[config.mk]
export PLATFORM = sky130hd
export DESIGN_NAME = lcd_panel_drive
export DESIGN_NICKNAME = d
export VERILOG_FILES = /design/src/pkg/lcd_drive_pkg.sv /design/src/verilog/pin_sync.sv /design/src/verilog/lcd_panel_drive.sv
export SDC_FILE = /design/constraint.sdc
export NUM_CORES = 1
export LEC_CHECK = 0
export BUFFER_PORTS_ARGS = -buffer_cell sky130_fd_sc_hd__buf_2
export CAP_MARGIN = 20
export CORE_MARGIN = 3
export CORE_UTILIZATION = 40
export CTS_CLUSTER_DIAMETER = 200
export CTS_CLUSTER_SIZE = 25
export DETAILED_ROUTE_END_ITERATION = 12
export GPL_ROUTABILITY_DRIVEN = 0
export SLEW_MARGIN = 20
export SYNTH_ARGS = -nofsm -noshare
export SYNTH_HDL_FRONTEND = slang
export SYNTH_SLANG_ARGS = --single-unit
[constraint.sdc]
create_clock -name clk_sys_in -period 6.4 [get_ports clk_sys_in]
set_input_delay 0.32 -clock clk_sys_in [delete_from_list [all_inputs] [get_ports clk_sys_in]]
set_output_delay 0.32 -clock clk_sys_in [all_outputs]
set_load 0.05 [all_outputs]
[src/pkg/lcd_drive_pkg.sv]
// Constants, states and carriers shared by the LCD drive block
package lcd_drive_pkg;

  // Host pin group as it arrives from the board
  typedef struct packed {
    logic       cs_n;    // Chip select, active low
    logic       cmd_sel; // Command/data select
    logic       rd_e;    // Read strobe or enable clock
    logic       wr_rw;   // Write strobe or read/write line
    logic [7:0] data;    // Host data bus
  } host_pins_s;

  // Reset value of the host pins: deselected, strobes at their idle levels for bus style 0
  localparam host_pins_s HOST_PINS_IDLE = '{cs_n: 1'b1, cmd_sel: 1'b0, rd_e: 1'b1,
                                            wr_rw: 1'b1, data: 8'h00};

  // Display line sequencer, Gray along fetch, shift, latch, write
  typedef enum logic [2:0] {
    ST_SLEEP = 3'b000,
    ST_FETCH = 3'b001,
    ST_SHIFT = 3'b011,
    ST_LATCH = 3'b010,
    ST_WRITE = 3'b110
  } line_state_e;

  // Phases of one four-cycle slot
  localparam logic [1:0] PH_SET  = 2'h0;
  localparam logic [1:0] PH_RISE = 2'h1;
  localparam logic [1:0] PH_HIGH = 2'h2;
  localparam logic [1:0] PH_FALL = 2'h3;

  // Reset values of the panel and memory pins
  localparam logic       LATCH_RST   = 1'b0;
  localparam logic       DRIVE_RST   = 1'b0;
  localparam logic       STANDBY_RST = 1'b1;
  localparam logic       STROBE_RST  = 1'b1;
  localparam logic [7:0] AC_LINES    = 8'h10;  // Lines per AC half period, short mode

endpackage

[src/verilog/pin_sync.sv]
// Three-stage pin synchroniser with agreement filter
module pin_sync #(
  parameter int         W       = 1,
  parameter logic [W-1:0] RST_VAL = '0
) (
  input  wire logic         clk_sys_in,  // System clock
  input  wire logic         rst_in,      // Asynchronous reset
  input  wire logic [W-1:0] pin_in,      // Raw pins
  output logic      [W-1:0] sync_out     // Filtered pins
);

  logic [W-1:0] meta;
  logic [W-1:0] stage2;
  logic [W-1:0] stage3;

  // Only stage2 reads meta; a bit moves once stage2 and stage3 agree
  always_ff @(posedge clk_sys_in or posedge rst_in) begin
    if (rst_in) begin
      meta     <= RST_VAL;
      stage2   <= RST_VAL;
      stage3   <= RST_VAL;
      sync_out <= RST_VAL;
    end else begin
      meta   <= pin_in;
      stage2 <= meta;
      stage3 <= stage2;
      for (int i = 0; i < W; i++) begin
        if (stage2[i] == stage3[i]) begin
          sync_out[i] <= stage3[i];
        end
      end
    end
  end

endmodule // pin_sync

[src/verilog/lcd_panel_drive.sv]
// LCD controller pin logic: host port, display memory port, panel drive
module lcd_panel_drive #(
  parameter int BYTE_W = 8,   // Width of the bytes-per-line setting
  parameter int LINE_W = 8    // Width of the lines-per-frame setting
) (
  input  wire logic              clk_sys_in,          // System clock
  input  wire logic              rst_in,              // Asynchronous reset
  input  wire logic              hardware_reset_in,   // Reset pin
  input  wire logic              bus_style_select_in, // Host bus style pin
  input  wire logic              cmd_data_select_in,  // Host command/data pin
  input  wire logic              cs_n_in,             // Host chip select pin
  input  wire logic              rd_e_in,             // Read strobe or enable
  input  wire logic              wr_rw_in,            // Write strobe or R/W
  input  wire logic [7:0]        host_data_in,        // Host data pins in
  output logic      [7:0]        host_data_out,       // Host data pins out
  output logic                   host_data_oe_out,    // Host data drive
  output logic                   host_wr_valid_out,   // Write taken pulse
  output logic                   host_wr_cmd_out,     // Write was a command
  output logic      [7:0]        host_wr_data_out,    // Write byte
  output logic                   host_rd_valid_out,   // Read started pulse
  output logic                   host_rd_data_out,    // Read was data read
  input  wire logic [7:0]        status_in,           // Status flag byte
  input  wire logic [7:0]        rd_data_in,          // Data read byte
  input  wire logic [BYTE_W-1:0] bytes_per_line_in,   // Bytes fetched a line
  input  wire logic [LINE_W-1:0] lines_per_frame_in,  // Lines in a frame
  input  wire logic [15:0]       disp_base_in,        // Frame start address
  input  wire logic              cg_mode_in,          // Character access
  input  wire logic              ac_select_in,        // AC period choice
  input  wire logic              sleep_in,            // Sleep requested
  input  wire logic              mem_wr_req_in,       // Memory write request
  input  wire logic [15:0]       mem_wr_addr_in,      // Memory write address
  input  wire logic [7:0]        mem_wr_data_in,      // Memory write byte
  output logic                   mem_wr_done_out,     // Memory write done
  output logic      [15:0]       vram_addr_out,       // Memory address
  input  wire logic [7:0]        vram_data_in,        // Memory data in
  output logic      [7:0]        vram_data_out,       // Memory data out
  output logic                   vram_data_oe_out,    // Memory data drive
  output logic                   vram_write_n_out,    // Memory write strobe
  output logic                   vram_read_n_out,     // Memory read strobe
  output logic                   vram_standby_n_out,  // Memory standby
  output logic                   vram_dir_out,        // High read, low write
  output logic      [3:0]        column_data_out,     // Column nibble
  output logic                   column_shift_clk_out,        // Column clock
  output logic                   column_enable_chain_clk_out, // Chain clock
  output logic                   line_latch_pulse_out,        // Line latch
  output logic                   ac_drive_out,        // AC drive
  output logic                   row_shift_clk_out,   // Row shift clock
  output logic                   row_scan_pulse_out,  // Row scan data
  output logic                   row_drive_on_out     // Row drive enable
);

  ////////////////////////////////////////////////////////////////////////////
  // Pin synchronisers

  lcd_drive_pkg::host_pins_s hp;
  lcd_drive_pkg::host_pins_s hp_prev;
  logic                      style;
  logic                      hw_rst;

  pin_sync #(.W(12), .RST_VAL(lcd_drive_pkg::HOST_PINS_IDLE)) u_host_sync (
    .clk_sys_in (clk_sys_in),
    .rst_in     (rst_in),
    .pin_in     ({cs_n_in, cmd_data_select_in, rd_e_in, wr_rw_in, host_data_in}),
    .sync_out   (hp)
  );

  // Style and reset pins are static or slow, so one filter serves both
  pin_sync #(.W(2), .RST_VAL(2'h0)) u_ctrl_sync (
    .clk_sys_in (clk_sys_in),
    .rst_in     (rst_in),
    .pin_in     ({bus_style_select_in, hardware_reset_in}),
    .sync_out   ({style, hw_rst})
  );

  ////////////////////////////////////////////////////////////////////////////
  // Host port decode

  logic read_act;
  logic write_evt;

  always_comb begin
    if (!style) begin
      read_act  = !hp.cs_n && !hp.rd_e;
      write_evt = !hp_prev.cs_n && !hp_prev.wr_rw && hp.wr_rw;
    end else begin
      read_act  = !hp.cs_n && hp.rd_e && hp.wr_rw;
      write_evt = !hp_prev.cs_n && hp_prev.rd_e && !hp_prev.wr_rw && !hp.rd_e;
    end
  end

  // Data is taken from the cycle before the closing edge, when it was settled
  always_ff @(posedge clk_sys_in or posedge rst_in) begin
    if (rst_in) begin
      hp_prev           <= lcd_drive_pkg::HOST_PINS_IDLE;
      host_data_out     <= 8'h00;
      host_data_oe_out  <= 1'b0;
      host_wr_valid_out <= 1'b0;
      host_wr_cmd_out   <= 1'b0;
      host_wr_data_out  <= 8'h00;
      host_rd_valid_out <= 1'b0;
      host_rd_data_out  <= 1'b0;
    end else if (hw_rst) begin
      hp_prev           <= lcd_drive_pkg::HOST_PINS_IDLE;
      host_data_oe_out  <= 1'b0;
      host_wr_valid_out <= 1'b0;
      host_rd_valid_out <= 1'b0;
    end else begin
      hp_prev <= hp;
      host_data_oe_out  <= read_act;
      host_data_out     <= hp.cmd_sel ? rd_data_in : status_in;
      host_rd_valid_out <= read_act && !host_data_oe_out;
      host_rd_data_out  <= hp.cmd_sel;
      host_wr_valid_out <= write_evt;
      if (write_evt) begin
        host_wr_cmd_out  <= hp_prev.cmd_sel;
        host_wr_data_out <= hp_prev.data;
      end
    end
  end

  ////////////////////////////////////////////////////////////////////////////
  // Line sequencer and panel timing

  lcd_drive_pkg::line_state_e state;
  logic [1:0]        ph;
  logic              nib;
  logic [7:0]        shift_byte;
  logic [BYTE_W-1:0] byte_cnt;
  logic [LINE_W-1:0] line_cnt;
  logic [15:0]       fetch_addr;
  logic [7:0]        ac_cnt;
  logic              sleep_armed;
  logic              last_line;
  logic              frame_end;

  assign last_line = (line_cnt == lines_per_frame_in - LINE_W'(1));
  assign frame_end = (state == lcd_drive_pkg::ST_LATCH) && (ph == lcd_drive_pkg::PH_FALL)
                     && last_line;

  // Fetch address; the low four bits carry the row counter for characters
  function automatic logic [15:0] fetch_word(input logic [15:0] a, input logic cg,
                                             input logic [3:0] row);
    fetch_word = cg ? {a[15:4], row} : a;
  endfunction

  always_ff @(posedge clk_sys_in or posedge rst_in) begin
    if (rst_in) begin
      state                       <= lcd_drive_pkg::ST_SLEEP;
      ph                          <= lcd_drive_pkg::PH_SET;
      nib                         <= 1'b0;
      shift_byte                  <= 8'h00;
      byte_cnt                    <= '0;
      line_cnt                    <= '0;
      fetch_addr                  <= 16'h0000;
      sleep_armed                 <= 1'b0;
      vram_addr_out               <= 16'h0000;
      vram_data_out               <= 8'h00;
      vram_data_oe_out            <= 1'b0;
      vram_write_n_out            <= lcd_drive_pkg::STROBE_RST;
      vram_read_n_out             <= lcd_drive_pkg::STROBE_RST;
      vram_standby_n_out          <= lcd_drive_pkg::STANDBY_RST;
      vram_dir_out                <= 1'b1;
      mem_wr_done_out             <= 1'b0;
      column_data_out             <= 4'h0;
      column_shift_clk_out        <= 1'b0;
      column_enable_chain_clk_out <= 1'b0;
      line_latch_pulse_out        <= lcd_drive_pkg::LATCH_RST;
      row_shift_clk_out           <= lcd_drive_pkg::LATCH_RST;
      row_scan_pulse_out          <= 1'b0;
      row_drive_on_out            <= lcd_drive_pkg::DRIVE_RST;
    end else if (hw_rst) begin
      state                       <= lcd_drive_pkg::ST_SLEEP;
      ph                          <= lcd_drive_pkg::PH_SET;
      sleep_armed                 <= 1'b0;
      vram_data_oe_out            <= 1'b0;
      vram_write_n_out            <= lcd_drive_pkg::STROBE_RST;
      vram_read_n_out             <= lcd_drive_pkg::STROBE_RST;
      vram_standby_n_out          <= lcd_drive_pkg::STANDBY_RST;
      vram_dir_out                <= 1'b1;
      mem_wr_done_out             <= 1'b0;
      column_shift_clk_out        <= 1'b0;
      column_enable_chain_clk_out <= 1'b0;
      line_latch_pulse_out        <= lcd_drive_pkg::LATCH_RST;
      row_shift_clk_out           <= lcd_drive_pkg::LATCH_RST;
      row_scan_pulse_out          <= 1'b0;
      row_drive_on_out            <= lcd_drive_pkg::DRIVE_RST;
    end else begin
      ph              <= ph + 2'h1;
      mem_wr_done_out <= 1'b0;
      case (state)
        lcd_drive_pkg::ST_SLEEP: begin
          ph <= lcd_drive_pkg::PH_SET;
          if (!sleep_in) begin
            row_drive_on_out   <= 1'b1;
            // memory out of standby while active
            vram_standby_n_out <= 1'b0;
            line_cnt           <= '0;
            byte_cnt           <= '0;
            nib                <= 1'b0;
            fetch_addr         <= disp_base_in;
            row_scan_pulse_out <= 1'b0;
            state              <= lcd_drive_pkg::ST_FETCH;
          end
        end
        lcd_drive_pkg::ST_FETCH: begin
          if (ph == lcd_drive_pkg::PH_SET) begin
            vram_addr_out   <= fetch_word(fetch_addr, cg_mode_in, line_cnt[3:0]);
            vram_read_n_out <= 1'b0;
          end else begin
            vram_read_n_out <= 1'b1;
            shift_byte      <= vram_data_in;
            fetch_addr      <= fetch_addr + 16'h0001;
            ph              <= lcd_drive_pkg::PH_SET;
            state           <= lcd_drive_pkg::ST_SHIFT;
          end
        end
        lcd_drive_pkg::ST_SHIFT: begin
          case (ph)
            lcd_drive_pkg::PH_SET:  column_data_out <= nib ? shift_byte[3:0] : shift_byte[7:4];
            lcd_drive_pkg::PH_RISE: column_shift_clk_out <= 1'b1;
            lcd_drive_pkg::PH_HIGH: column_enable_chain_clk_out <= 1'b1;
            default: begin
              column_shift_clk_out        <= 1'b0;
              column_enable_chain_clk_out <= 1'b0;
              nib                         <= !nib;
              if (nib) begin
                if (byte_cnt == bytes_per_line_in - BYTE_W'(1)) begin
                  byte_cnt <= '0;
                  line_latch_pulse_out <= 1'b1;
                  row_shift_clk_out    <= 1'b1;
                  state                <= lcd_drive_pkg::ST_LATCH;
                end else begin
                  byte_cnt <= byte_cnt + BYTE_W'(1);
                  state    <= lcd_drive_pkg::ST_FETCH;
                end
              end
            end
          endcase
        end
        lcd_drive_pkg::ST_LATCH: begin
          // row clock falls a phase early, while scan data still stands
          if (ph == lcd_drive_pkg::PH_HIGH) begin
            row_shift_clk_out <= 1'b0;
          end
          if (ph == lcd_drive_pkg::PH_FALL) begin
            line_latch_pulse_out <= 1'b0;
            if (last_line) begin
              line_cnt   <= '0;
              fetch_addr <= disp_base_in;
            end else begin
              line_cnt <= line_cnt + LINE_W'(1);
            end
            row_scan_pulse_out <= last_line ? (lines_per_frame_in == LINE_W'(1))
                                  : (line_cnt == lines_per_frame_in - LINE_W'(2));
            // sleep after one or two frames
            if (!sleep_in) begin
              sleep_armed <= 1'b0;
            end else if (last_line) begin
              sleep_armed <= 1'b1;
            end
            if (frame_end && sleep_in && sleep_armed) begin
              row_drive_on_out   <= 1'b0;
              vram_standby_n_out <= 1'b1;
              row_scan_pulse_out <= 1'b0;
              sleep_armed        <= 1'b0;
              state              <= lcd_drive_pkg::ST_SLEEP;
            end else if (mem_wr_req_in) begin
              state <= lcd_drive_pkg::ST_WRITE;
            end else begin
              state <= lcd_drive_pkg::ST_FETCH;
            end
          end
        end
        lcd_drive_pkg::ST_WRITE: begin
          case (ph)
            lcd_drive_pkg::PH_SET: begin
              vram_addr_out    <= mem_wr_addr_in;
              vram_data_out    <= mem_wr_data_in;
              vram_dir_out     <= 1'b0;
              vram_data_oe_out <= 1'b1;
            end
            lcd_drive_pkg::PH_RISE: vram_write_n_out <= 1'b0;
            lcd_drive_pkg::PH_HIGH: vram_write_n_out <= 1'b1;
            default: begin
              vram_dir_out     <= 1'b1;
              vram_data_oe_out <= 1'b0;
              mem_wr_done_out  <= 1'b1;
              state            <= lcd_drive_pkg::ST_FETCH;
            end
          endcase
        end
        default: state <= lcd_drive_pkg::ST_SLEEP;
      endcase
    end
  end

  ////////////////////////////////////////////////////////////////////////////
  // AC drive: per frame, or every few lines for panels that need it faster

  always_ff @(posedge clk_sys_in or posedge rst_in) begin
    if (rst_in) begin
      ac_drive_out <= 1'b0;
      ac_cnt       <= 8'h00;
    end else if (hw_rst) begin
      ac_drive_out <= 1'b0;
      ac_cnt       <= 8'h00;
    end else if (state == lcd_drive_pkg::ST_LATCH && ph == lcd_drive_pkg::PH_FALL) begin
      if (!ac_select_in) begin
        ac_cnt <= 8'h00;
        if (last_line) begin
          ac_drive_out <= !ac_drive_out;
        end
      end else if (ac_cnt == lcd_drive_pkg::AC_LINES - 8'h01) begin
        ac_cnt       <= 8'h00;
        ac_drive_out <= !ac_drive_out;
      end else begin
        ac_cnt <= ac_cnt + 8'h01;
      end
    end
  end
endmodule // lcd_panel_drive

==> out/results.txt <==
outcome: finished clean
CTS tree: yes
vias per cell: 5.18
Post-Route WL: 19700 um
1st-pass router iterations: 5
endpoint class of the critical path: register
xor/xnor cell area share of the yosys netlist: 0.0228
P&R area growth vs syn: 21.1%
TNS Setup: 0 ns
leak pwr: 4.76 nW
synthesized-area fraction occupied by adder cells: 0.0343
FP Rows: 52
crit path kind: reg -> reg
vias: 6565
TritonCTS buffer count: 17
DP HPWL: 13700 um
ant diodes: 0
DRC viols: 0
Crit Reg-Reg Startpoint: ph[0]$_DFF_PP0_
Crit-path slowest cell: nor4_4
top cell type by total area after synthesis: dfrtp_1
max-cap viol count: 0
fin area: 0.0103 mm2
pwr/cell area: 366 mW/mm2
simple-gate share of the synthesized area: 0.168
setup fix buffers added after clock tree synthesis: 0
Core ar.: 0.0205 mm2
crit path time final: 2.82 ns
critical path arrival: 3.11 ns
top cell type's share of synthesized area: 0.490
CP max FO: 18
largest family of logic cells by synthesized area: simple AND/OR/NAND/NOR gates
fin. max-slew vios: 0
mux contribution to synthesized area: 0.0591
Port-buffer cells: 161
Reg clk slew, reported paths: 0.07 ns
Ports: 162
share of cells above drive strength 1: 0.254
final cycle utilization of the critical path: 0.441
Slew @ Worst Pin: 0.846 ns
Worst R2R Setup Slack: 3.58 ns
post-synthesis register bit count: 185
GRT overflow: 0
Yosys Warn Count: 0
number of synthesized flops with an enable pin: 0
clock tree buffer depth: 2
Die Area: 0.0230 mm2
Max Freq: 355 MHz
crit-path cells: inv_1 > ha_1 > nand2b_1 > nor4_4 > or2_2 > and2_1 > a21oi_1
maximum vdd drop: 0.213 mV
WP data required: 6.69 ns
largest net degree at the start of global routing: 108
Final Skew: 0.0116 ns
Worst Path Buf+Inv: 1
DRT iter0 DRCs: 439
worst hold path type: in -> async
Post-DP Area: 0.00949 mm2
unrepaired setup endpoints after global routing: false
clk root buf: clkbuf_16
cell family with most CP delay: simple AND/OR/NAND/NOR gates
cells after synthesis: 827
synthesized cell area: 0.00847 mm2
Reg2Reg Capture Point: fetch_addr[8]$_DFFE_PP0P_
R2R cell count: 7
first-pass GRT wire length: 32000 um
antenna-violating nets left: 0
post-synthesis sequential area ratio: 0.549
Tot GR Track Use: 0.175
Max-Slew Margin vs Limit: 0.436
syn_area_per_cell: 10.2 um2
number of endpoints failing setup at the final stage: 0
initial antenna violation count: 0
Startpoint Class: register
Net Count, Synth: 939
Synth Area in Compound Gates: 0.137
slowest stage delay, CP: 0.53 ns
clock latency at the later pin of the worst-skew pair: 0.43 ns
nets@finish: 1097
most numerous cell in the Yosys netlist: dfrtp_1
ys flop type: dfrtp_1
Sinks on Clock Net: 185
initial core utilization: 0.413
synth top area cells: dfrtp_1 49%, dfstp_2 5.9%, nand2_1 5.6%
htree depth: 4
Final Hold Viols: 0
Synth top cells by count: 166 x dfrtp_1, 126 x nand2_1, 67 x o21ai_0
Cell variety after synth: 63
Synth async-reset ratio: 1.00
vias in the first global route: 6233
post-DR wirelength/cell: 15.5 um
Die Span Y: 152 um
die width: 152 um
[sequential cells by signal, summed over array words and instances, names as in the netlist, 12 cells and up]
name                  cells
u_host_sync.stage3       12
u_host_sync.meta         12
vram_addr_out            16
u_host_sync.stage2       12
u_host_sync.sync_out     12
fetch_addr               16
hp_prev                  12
[timing repair]
item                                   4_1_cts  5_1_grt
hold buffers                                14        0
gates resized for setup                      0        0
endpoints found under the hold margin       14        0
[stage by stage]
stage | hold WS (ns) | power, mW | std cells | utilization | worst slack [ns]
5_1_grt | 0.0769 | 3.99 | 1268 | 0.500 | 3.27
3_3_place_gp | 0.332 | 2.72 | 1221 | 0.463 | 3.40
2_1_floorplan | 0.324 | 2.43 | 827 | - | 1.08
4_1_cts | 0.0456 | 3.80 | 1267 | 0.499 | 3.23
3_5_place_dp | 0.335 | 2.74 | 1221 | 0.463 | 3.25
6_report | 0.00629 | 3.76 | 1268 | 0.500 | 3.58
[cell type report]
cell class / count / area (um2)
Timing Repair Buffer: 181 / 1010
Multi-Input combinational cell: 579 / 3580
Inverter: 21 / 86.3
Tap cell: 270 / 338
Fill cell: 1926 / 10200
Clock inverter: 12 / 123
Clock buffer: 20 / 467
Sequential cell: 185 / 4650
[layer usage]
layer  GRT usage  wire [um]  up-vias
li1            -          -     3231
met1       0.247       9040     3151
met2       0.272       9260      161
met3      0.0419       1100       22
met4      0.0526        312        0
met5           0          0        -
[report_power, final]
part / switching (mW) / internal [mW]
clock: 0.485 / 0.549
combinational: 0.790 / 0.350
sequential: 0.187 / 1.39
total: 1.46 / 2.29
[cells in the final DEF (no fill, tap or decap), types with 10 or more instances in the layout]
| cell | instances |
|---|---|
| or3_1 | 11 |
| nor2_1 | 41 |
| ha_1 | 12 |
| nand3_1 | 28 |
| mux2_2 | 16 |
| xnor2_1 | 10 |
| dlygate4sd3_1 | 14 |
| maj3_1 | 14 |
| a31oi_1 | 18 |
| dfstp_2 | 19 |
| nor2b_1 | 16 |
| nand2_1 | 126 |
| buf_2 | 161 |
| mux2i_1 | 32 |
| clkbuf_16 | 17 |
| nor3_1 | 12 |
| dfrtp_1 | 166 |
| xor2_1 | 12 |
| inv_1 | 19 |
| a21oi_1 | 41 |
| o21ai_0 | 67 |
[cells by family after synthesis]
group / Yosys count
simple gates: 295
compound gates: 188
flops: 185
buf+inv: 63
mux: 48
fa+ha+maj: 26
xor+xnor: 22
[worst max-delay path by stage]
stage / from / endpoint / slack, ns / depth (start not counted)
5_1_grt: ph[0]$_DFF_PP0_ / fetch_addr[8]$_DFFE_PP0P_ / 3.27 / 7
4_1_cts: ph[0]$_DFF_PP0_ / fetch_addr[8]$_DFFE_PP0P_ / 3.23 / 7
3_3_place_gp: ph[0]$_DFF_PP0_ / fetch_addr[1]$_DFFE_PP0P_ / 3.40 / 7
3_5_place_dp: ph[0]$_DFF_PP0_ / fetch_addr[8]$_DFFE_PP0P_ / 3.25 / 7
6_report: ph[0]$_DFF_PP0_ / fetch_addr[8]$_DFFE_PP0P_ / 3.58 / 7
2_1_floorplan: rst_in / ac_cnt[0]$_DFFE_PP0P_ / 1.08 / 1
Note: power is estimated with default switching activity, not from simulation.
